===== src/hdl/ubc_pkg.sv =====
// Behaviour
// - Break address is two 16-bit R/W halves, high and low, reset to zero.
// - Address mask is two 16-bit R/W halves, one bit per address bit, reset zero.
// - Cycle source bits 7..6: 00 off, 01 CPU, 10 transfer controller, 11 both.
// - Fetch/access bits 5..4: 00 off, 01 fetch, 10 data, 11 both.
// - Direction bits 3..2: 00 off, 01 read, 10 write, 11 both.
// - Size bits 1..0: 00 any, 01 byte, 10 word, 11 longword.
// - Any of source, fetch/access or direction at 00 blocks every break.
// - Every instruction fetch counts as a word access, dual fetches too.
// - Matched size is the requested access size, not the bus width.
// - Reserved cycle bits 15..8 and control bits 15..3 read zero.
// - Control bits 2..1 set trigger width: 1, 4, 8 or 16 clocks.
// - Control bit 0 set suppresses break requests; clear allows them.
// - A match pulses the trigger and, with control bit 0 clear, raises the break request in the same cycle.
package ubc_pkg;

  localparam int unsigned ADDR_W = 8;

  // ****************************************
  // Register offsets
  // ****************************************
  localparam logic [7:0] OFS_BAR_HI   = 8'h00;
  localparam logic [7:0] OFS_BAR_LO   = 8'h04;
  localparam logic [7:0] OFS_MASK_HI  = 8'h08;
  localparam logic [7:0] OFS_MASK_LO  = 8'h0C;
  localparam logic [7:0] OFS_CYCLE    = 8'h10;
  localparam logic [7:0] OFS_CTRL     = 8'h14;
  localparam logic [7:0] OFS_IRQ_STAT = 8'h18;
  localparam logic [7:0] OFS_IRQ_MASK = 8'h1C;

  // ****************************************
  // Fields and encodings
  // ****************************************
  localparam int unsigned CYC_SRC_LSB  = 6;
  localparam int unsigned CYC_KIND_LSB = 4;
  localparam int unsigned CYC_DIR_LSB  = 2;
  localparam int unsigned CYC_SIZE_LSB = 0;
  localparam int unsigned CTRL_WID_LSB = 1;
  localparam int unsigned CTRL_DIS_BIT = 0;
  localparam int unsigned STAT_MATCH   = 0;
  localparam int unsigned STAT_BREAK   = 1;
  localparam logic [1:0]  SZ_ANY       = 2'h0;
  localparam logic [1:0]  SZ_BYTE      = 2'h1;
  localparam logic [1:0]  SZ_WORD      = 2'h2;
  localparam logic [1:0]  SZ_LONG      = 2'h3;
  localparam logic [4:0]  TRIG_W0      = 5'h01;
  localparam logic [4:0]  TRIG_W1      = 5'h04;
  localparam logic [4:0]  TRIG_W2      = 5'h08;
  localparam logic [4:0]  TRIG_W3      = 5'h10;

  // ****************************************
  // Types
  // ****************************************
  typedef struct packed {
    logic        valid;
    logic        is_dtc;
    logic        is_fetch;
    logic        is_write;
    logic [1:0]  size;
    logic [31:0] addr;
  } ubc_cycle_s;

  typedef struct packed {
    logic [15:0] bar_hi;
    logic [15:0] bar_lo;
    logic [15:0] mask_hi;
    logic [15:0] mask_lo;
    logic [7:0]  cyc;
    logic [2:0]  ctrl;
    logic [1:0]  stat;
    logic [1:0]  imask;
    logic        hit;
    logic        req;
    logic        trig_n;
    logic        irq;
    logic [4:0]  trig_cnt;
    logic [31:0] rdata;
  } ubc_state_s;

  localparam ubc_state_s ST_RESET = '{trig_n: 1'b1, default: '0};

endpackage


===== src/hdl/ubc_break.sv =====
// Design decisions made here: the register addresses and the APB interface to the registers.
module ubc_break (
  input  wire logic                       pclk,
  input  wire logic                       presetn,
  input  wire logic                       psel,
  input  wire logic                       penable,
  input  wire logic                       pwrite,
  input  wire logic [ubc_pkg::ADDR_W-1:0] paddr,
  input  wire logic [31:0]                pwdata,
  output logic      [31:0]                prdata,
  output logic                            pready,
  output logic                            pslverr,
  input  wire ubc_pkg::ubc_cycle_s        bus_cycle,
  output logic                            break_req,
  output logic                            match_trigger_out_n,
  output logic                            irq
);
  import ubc_pkg::*;

  initial begin
    if (ADDR_W != 8) begin
      $error("ubc_break needs an 8-bit APB address");
    end
  end

  ubc_state_s q;
  ubc_state_s d;
  logic       hit_now;
  logic       size_ok;
  logic       addr_ok;
  logic       wr_en;
  logic [1:0] eff_size;
  logic [1:0] set_ev;
  logic [1:0] clr_ev;
  logic [1:0] src_sel;
  logic [1:0] kind_sel;
  logic [1:0] dir_sel;
  logic [1:0] size_sel;
  logic [1:0] wid_sel;
  logic [31:0] bar;
  logic [31:0] bmask;

  // ****************************************
  // Helpers
  // ****************************************
  // Two-bit select: 00 never, bit0 takes a, bit1 takes b
  function automatic logic field_ok(input logic [1:0] sel, input logic a, input logic b);
    field_ok = (sel[0] & a) | (sel[1] & b);
  endfunction

  function automatic logic [4:0] trig_width(input logic [1:0] code);
    logic [4:0] w;
    w = TRIG_W0;
    case (code)
      2'h1: w = TRIG_W1;
      2'h2: w = TRIG_W2;
      2'h3: w = TRIG_W3;
      default: w = TRIG_W0;
    endcase
    trig_width = w;
  endfunction

  function automatic logic addr_known(input logic [ADDR_W-1:0] a);
    addr_known = (a == OFS_BAR_HI) || (a == OFS_BAR_LO) || (a == OFS_MASK_HI) ||
                 (a == OFS_MASK_LO) || (a == OFS_CYCLE) || (a == OFS_CTRL) ||
                 (a == OFS_IRQ_STAT) || (a == OFS_IRQ_MASK);
  endfunction

  function automatic logic [31:0] read_word(input logic [ADDR_W-1:0] a, input ubc_state_s s);
    logic [31:0] r;
    r = 32'h0000_0000;
    if (a == OFS_BAR_HI) begin
      r = {16'h0000, s.bar_hi};
    end else if (a == OFS_BAR_LO) begin
      r = {16'h0000, s.bar_lo};
    end else if (a == OFS_MASK_HI) begin
      r = {16'h0000, s.mask_hi};
    end else if (a == OFS_MASK_LO) begin
      r = {16'h0000, s.mask_lo};
    end else if (a == OFS_CYCLE) begin
      r = {24'h00_0000, s.cyc};
    end else if (a == OFS_CTRL) begin
      r = {29'h0000_0000, s.ctrl};
    end else if (a == OFS_IRQ_STAT) begin
      r = {30'h0000_0000, s.stat};
    end else if (a == OFS_IRQ_MASK) begin
      r = {30'h0000_0000, s.imask};
    end
    read_word = r;
  endfunction

  // ****************************************
  // Condition match
  // ****************************************
  assign src_sel  = q.cyc[CYC_SRC_LSB+1:CYC_SRC_LSB];
  assign kind_sel = q.cyc[CYC_KIND_LSB+1:CYC_KIND_LSB];
  assign dir_sel  = q.cyc[CYC_DIR_LSB+1:CYC_DIR_LSB];
  assign size_sel = q.cyc[CYC_SIZE_LSB+1:CYC_SIZE_LSB];
  assign wid_sel  = q.ctrl[CTRL_WID_LSB+1:CTRL_WID_LSB];
  assign bar      = {q.bar_hi, q.bar_lo};
  assign bmask    = {q.mask_hi, q.mask_lo};

  // Fetches always count as word; data uses requested size
  assign eff_size = bus_cycle.is_fetch ? SZ_WORD : bus_cycle.size;
  assign size_ok  = (size_sel == SZ_ANY) || (size_sel == eff_size);
  assign addr_ok  = ((bus_cycle.addr ^ bar) & ~bmask) == 32'h0000_0000;

  // Zero selects in any of three groups block the match
  assign hit_now = bus_cycle.valid && addr_ok && size_ok &&
                   field_ok(src_sel, !bus_cycle.is_dtc, bus_cycle.is_dtc) &&
                   field_ok(kind_sel, bus_cycle.is_fetch, !bus_cycle.is_fetch) &&
                   field_ok(dir_sel, !bus_cycle.is_write, bus_cycle.is_write);

  // ****************************************
  // APB slave
  // ****************************************
  assign pready  = psel & penable;
  assign pslverr = psel & penable & !addr_known(paddr);
  assign wr_en   = psel & penable & pwrite & addr_known(paddr);
  assign prdata  = q.rdata;

  assign set_ev = {hit_now & !q.ctrl[CTRL_DIS_BIT], hit_now};
  assign clr_ev = (wr_en && paddr == OFS_IRQ_STAT) ? pwdata[1:0] : 2'h0;

  // ****************************************
  // Next state
  // ****************************************
  always_comb begin
    d     = q;
    d.hit = 1'b0;
    d.req = 1'b0;
    if (hit_now) begin
      d.hit      = 1'b1;
      d.req      = !q.ctrl[CTRL_DIS_BIT];
      d.trig_cnt = trig_width(wid_sel);
    end else if (q.trig_cnt != 5'h00) begin
      d.trig_cnt = q.trig_cnt - 5'h01;
    end
    d.trig_n = (d.trig_cnt == 5'h00);
    if (psel && !penable && !pwrite) begin
      d.rdata = read_word(paddr, q);
    end
    if (wr_en) begin
      if (paddr == OFS_BAR_HI) begin
        d.bar_hi = pwdata[15:0];
      end else if (paddr == OFS_BAR_LO) begin
        d.bar_lo = pwdata[15:0];
      end else if (paddr == OFS_MASK_HI) begin
        d.mask_hi = pwdata[15:0];
      end else if (paddr == OFS_MASK_LO) begin
        d.mask_lo = pwdata[15:0];
      end else if (paddr == OFS_CYCLE) begin
        d.cyc = pwdata[7:0];
      end else if (paddr == OFS_CTRL) begin
        d.ctrl = pwdata[2:0];
      end else if (paddr == OFS_IRQ_MASK) begin
        d.imask = pwdata[1:0];
      end
    end
    // Set wins over a same-cycle write-one clear
    d.stat = (q.stat & ~clr_ev) | set_ev;
    d.irq  = |(d.stat & d.imask);
  end

  always_ff @(posedge pclk or negedge presetn) begin
    if (!presetn) begin
      q <= ST_RESET;
    end else begin
      q <= d;
    end
  end

  assign break_req           = q.req;
  assign match_trigger_out_n = q.trig_n;
  assign irq                 = q.irq;

  logic all_on;
  logic addr_miss;
  assign all_on    = (q.cyc[7:2] == 6'h3F) && (size_sel == SZ_ANY);
  assign addr_miss = ((bus_cycle.addr ^ bar) & ~bmask) != 32'h0000_0000;
endmodule


===== config.mk =====
export PLATFORM = sky130hd
export DESIGN_NAME = ubc_break
export DESIGN_NICKNAME = d
export VERILOG_FILES = /design/src/hdl/ubc_pkg.sv /design/src/hdl/ubc_break.sv
export SDC_FILE = /design/constraint.sdc
export NUM_CORES = 1
export LEC_CHECK = 0
export BUFFER_PORTS_ARGS = -buffer_cell sky130_fd_sc_hd__buf_4
export CORE_AREA = 2 2 119 121
export CTS_CLUSTER_SIZE = 40
export DETAILED_ROUTE_END_ITERATION = 7
export DIE_AREA = 0 0 121 123
export GPL_TIMING_DRIVEN = 0
export PLACE_DENSITY = 0.67
export SYNTH_ARGS = -nofsm -noshare
export SYNTH_HDL_FRONTEND = slang
export SYNTH_SLANG_ARGS = --single-unit

===== constraint.sdc =====
create_clock -name pclk -period 7.32 [get_ports pclk]
set_input_delay 1.464 -clock pclk [delete_from_list [all_inputs] [get_ports pclk]]
set_output_delay 1.464 -clock pclk [all_outputs]
set_load 0.005 [all_outputs]

After elaboration in Yosys (flattened, before gate mapping)
Cells that the tools add are included.
{"block": "word_totals", "wordCells": 108, "register_bits": 119, "output_inout_bits": 37, "input_bits": 83}
{"block": "op_classes", "reduce_logical": 35, "add_sub_neg": 1, "n_bitwise": 26, "n_eq_ne": 11, "n_mux": 22}
{"cell": "16-bit two-way mux", "n": 4}
{"cell": "32-bit AND", "n": 1}
{"cell": "8-bit by 5-bit == test with 1-bit output, second input constant", "n": 4}
{"cell": "32-bit zero test", "n": 1}
{"cell": "32-bit inverter", "n": 1}
{"cell": "32-bit XOR", "n": 1}
{"cell": "2-bit two-way mux", "n": 12}
{"cell": "8-bit by 4-bit == test with 1-bit output, second input constant", "n": 2}
{"cell": "5-bit case mux with 3 select lines", "n": 1}
{"cell": "1-bit AND", "n": 11}
{"cell": "5-bit two-way mux", "n": 2}
{"cell": "8-bit by 3-bit == test with 1-bit output, second input constant", "n": 1}
{"cell": "1-bit logical AND", "n": 8}
{"cell": "8-bit zero test", "n": 1}
{"cell": "1-bit logical OR", "n": 8}
{"cell": "8-bit two-way mux", "n": 1}
{"cell": "1-bit zero test", "n": 7}
{"cell": "7-bit AND reduction", "n": 1}
{"cell": "6-bit AND reduction", "n": 1}
{"cell": "5-bit zero test", "n": 1}
{"cell": "1-bit inverter", "n": 5}
{"cell": "5-bit AND reduction", "n": 1}
{"cell": "5-bit nonzero test", "n": 1}
{"cell": "5-bit by 1-bit subtractor with 5-bit output, second input constant", "n": 1}
{"cell": "other kinds (14)", "n": 18}

Logic depth before layout (Yosys ltp)
{"block": "logic_depth", "ltp_word": 16, "mapped_depth": 8, "mapped_depth_nobuf": 8}

Worst setup path before layout
Ideal clock, no wire load.
{"block": "synth_path", "path_type": "input to output", "startpoint": "input paddr[7] in the netlist's numbering", "endpoint": "output pslverr", "arrival_time_ns": 2.019, "path_slack_ns": 3.837, "path_stages": 3, "t_required_ns": 5.856, "n_path_buf": 0, "cell_sequence": "nor3_2 -> nand2_1 -> and2_1"}
{"block": "synth_between", "elab_chain_cells": 10, "elab_cells_between_ends": 17, "cone_classes": "7 x eq/ne; 1 x bitwise; 9 x reduce/logical"}
{"item": "start, declared", "line": "ubc_break.sv:8", "text": "input wire logic [ubc_pkg::ADDR_W-1:0] paddr,"}
{"item": "8-bit by 3-bit == test with 1-bit output / 8-bit zero test (equally long branches)", "line": "ubc_break.sv:64", "text": "addr_known = (a == OFS_BAR_HI) || (a == OFS_BAR_LO) || (a == OFS_MASK_HI) ||"}
{"item": "1-bit logical OR (3 in a row)", "line": "ubc_break.sv:64"}
{"item": "1-bit logical OR (3 in a row)", "line": "ubc_break.sv:65", "text": "(a == OFS_MASK_LO) || (a == OFS_CYCLE) || (a == OFS_CTRL) ||"}
{"item": "1-bit logical OR *", "line": "ubc_break.sv:66", "text": "(a == OFS_IRQ_STAT) || (a == OFS_IRQ_MASK);"}
{"item": "1-bit zero test *", "line": "ubc_break.sv:118", "text": "assign pslverr = psel & penable & !addr_known(paddr);"}
{"item": "1-bit AND *", "line": "ubc_break.sv:118"}
{"item": "end, declared", "line": "ubc_break.sv:12", "text": "output logic pslverr,"}
Mark *: on every way between the ends. The rest lies on a longest branch, timed or not.

Final worst setup path
Same ends and word-level chain as after synthesis.

==> run metrics <==
Sink Count=103; Netlist cell types=48; die area=0.0149 mm²; Cell Pwr Density=184 mW/mm²; vias=3823; I/O Buffers=84; Rows=43; sw frac=22.4%; grt total ovfl=0; antenna-violating nets left=0; Root Driver=clkbuf_16; crit path max fanout=6; Boundary Pins=120; Final Cell Area=0.00662 mm²; FILL cells=1223; Max Buffers Root-to-Sink=2; Max Cap Violations=0; Total GRT Usage=19.3%; Post-synth EDFFs=0; wire per inst=18.2 µm; Critical Path RT=5.86 ns; global-route wire length before repair=21500 µm; Yosys Warn Count=0; final setup violation count=0; core area=0.0136 mm²; CTS Buf Count=9; largest net degree at the start of global routing=104; most used cell, CP=buf_4; sequential fraction of the synthesis area=48.1%; Clock power frac=42.9%; H-tree levels=3; peak supply drop=0.108 mV; clk slew on worst S/H paths=0.06 ns; NetSw=0.273 mW; Slowest-stage cell, CP=nor3_2; critical path's largest stage delay=0.29 ns; crit share post-route=53.4%; Setup Fix Bufs, Post-CTS=0; Via-to-Cell Ratio=5.06; first-pass iteration count of the detailed router=4; min cycle time layout=3.91 ns; Max Clock Freq=256 MHz; dpl cell area=0.00627 mm²; Gate power share=9.7%; Synth Cell Area=0.00536 mm²; max-slew violation count=0; slew at the pin with the worst max-slew slack=1.05 ns; total routed wirelength=13700 µm; CP cell instances=buf_4 -> nor3_2 -> nand2_1 -> and2_1 -> buf_4; Setup TNS Final=0 ns; clock latency on the worst-skew pair=0.35 ns; Final #Nets=654; Post-CTS Resized=0; most common flop cell mapped by yosys=dfrtp_1; DRT iter0 DRCs=258; CTS tree=built; Cells after Synth=459; number of global-route vias before repair=3921; Yosys reg bits=103; diode count=0; DRC=0; leakage=3.23 nW; Chip Width=121 µm; post-DP HPWL=10100 µm; skew final=0.00726 ns; Starting Density=39.4%; gpl congestion=0.891; FFs w/ async S/R, synth=100%; outcome=finished, final reports clean; Critical Path Start Type=input pin; Mean Syn Cell Area=11.7 µm²; crit path DAT=2.44 ns; layout cells sized above 1=40.3%; max_slew headroom=29.8%; crit path kind=in2out; CP Capture Type=output port; Final Hold Viols=0; Die Span Y=123 µm; Cell Int Power=0.943 mW; Seq pwr share=47.4%; CTS Hold Bufs=0; layout overhead on the synthesized area=23.6%; hold crit path type=reg2reg; RSZ-0062 raised after global routing=false; initial antenna violation count=0
## cells in the final DEF (no fill, tap or decap), types with 2 or more instances in the layout
master and n:
a211oi_1 2, a21oi_1 10, a221oi_1 4, and2_1 2, buf_2 5, buf_4 116
bufinv_16 2, clkbuf_1 11, clkbuf_16 9, clkinv_2 2, conb_1 16, dfrtp_1 102
inv_1 10, mux2_2 74, mux2i_1 21, mux4_2 8, nand2_1 31, nand2b_1 5
nand3_1 6, nor2_1 32, nor3_1 3, nor3_2 3, nor4_1 2, o2111ai_1 7
o21ai_0 12, o22ai_1 16, or3_1 2, or3b_2 2, xnor2_1 33, xor2_1 2
## critical path, delay by kind of cell
kind | cells | cell delay [ns]
AND/OR/NAND/NOR | 3 | 0.73
buffers and inverters | 2 | 0.24
## sequential cells by signal (all words and copies together) (netlist names)
register             count
bar                     32
bmask                   32
prdata                  16
q                       16
dir_sel                  2
kind_sel                 2
break_req                1
irq                      1
match_trigger_out_n      1
## per-stage QoR
stage	utilization [%]	hold WS [ns]	cells	setup WS [ns]	power, mW
6_report	48.7	0.471	755	3.41	1.22
4_1_cts	48.4	0.477	754	3.40	1.22
2_1_floorplan	-	0.440	474	3.84	0.637
3_3_place_gp	46.1	0.459	738	3.18	0.703
5_1_grt	48.7	0.503	755	3.27	1.26
3_5_place_dp	46.1	0.461	738	3.17	0.704
## final cells by class
| class | count | area, µm² | area share [%] |
|---|---|---|---|
| plain buffers | 49 | 314 | 4.74 |
| clock buffers | 11 | 243 | 3.66 |
| clock inverters | 5 | 78.8 | 1.19 |
| inverters | 10 | 37.5 | 0.567 |
| multi-input cells | 312 | 2480 | 37.5 |
| flip-flops and latches | 103 | 2580 | 38.9 |
| well taps | 180 | 225 | 3.40 |
| repair buffers | 85 | 662 | 9.99 |
## final timing paths
path,slack [ns],depth (start not counted),from,endpoint
max in group asynchronous,5.74,2,presetn,bmask[29]
hold / removal,0.47,2,prdata[10],prdata[10]
setup / recovery,3.41,5,paddr[7],pslverr
hold reg to reg,0.47,2,prdata[10],prdata[10]
min in group asynchronous,0.89,1,presetn,q[45]
setup reg to reg,4.69,6,bar[29],q[32]
## metal layers
| layer | vias up | global-route usage [%] | routed length (µm) |
|---|---|---|---|
| li1 | 1803 | - | - |
| met1 | 1874 | 25.9 | 6220 |
| met2 | 128 | 32.0 | 6600 |
| met3 | 18 | 3.18 | 695 |
| met4 | 0 | 6.10 | 224 |
| met5 | - | 0 | 0 |
## power groups by stage
stage / sequential (mW) / clock (mW) / combinational [mW]
after floorplan: 0.587 / 0 / 0.0497
after global placement: 0.588 / 0 / 0.115
after detailed placement: 0.588 / 0 / 0.116
after CTS: 0.577 / 0.529 / 0.117
after global routing: 0.577 / 0.550 / 0.130
final: 0.577 / 0.521 / 0.118
## cell usage after synthesis, drive strengths merged, types with 2 or more instances
library cell	n	area [µm²]
dfrtp	102	2550
mux2	75	848
buf	39	277
nor2	33	131
xnor2	33	289
nand2	31	116
mux2i	21	210
o22ai	16	100
o21ai	12	60.1
a21oi	10	50.1
clkbuf	10	37.5
inv	10	37.5
mux4	8	180
nor3	7	61.3
o2111ai	7	61.3
nand3	6	30.0
nand2b	5	31.3
a221oi	4	35.0
nor4	3	25.0
a211oi	2	15.0
and2	2	12.5
or3	2	12.5
or3b	2	17.5
or4	2	18.8
xor2	2	17.5
## logic make-up (layout without fill, tap and decap cells)
family / count (synthesis) / in the layout / synth area share (%)
multiplexers: 104 / 104 / 23.1
flip-flops: 103 / 103 / 48.1
AND/OR/NAND/NOR: 98 / 98 / 9.13
buffers and inverters: 59 / 160 / 6.56
AO/OA/AOI/OAI: 58 / 58 / 7.05
XOR/XNOR: 35 / 35 / 5.72
adder cells (fa/ha/maj): 1 / 1 / 0.233
other: 1 / 16 / 0.0700
(Power assumes the default switching activity.)
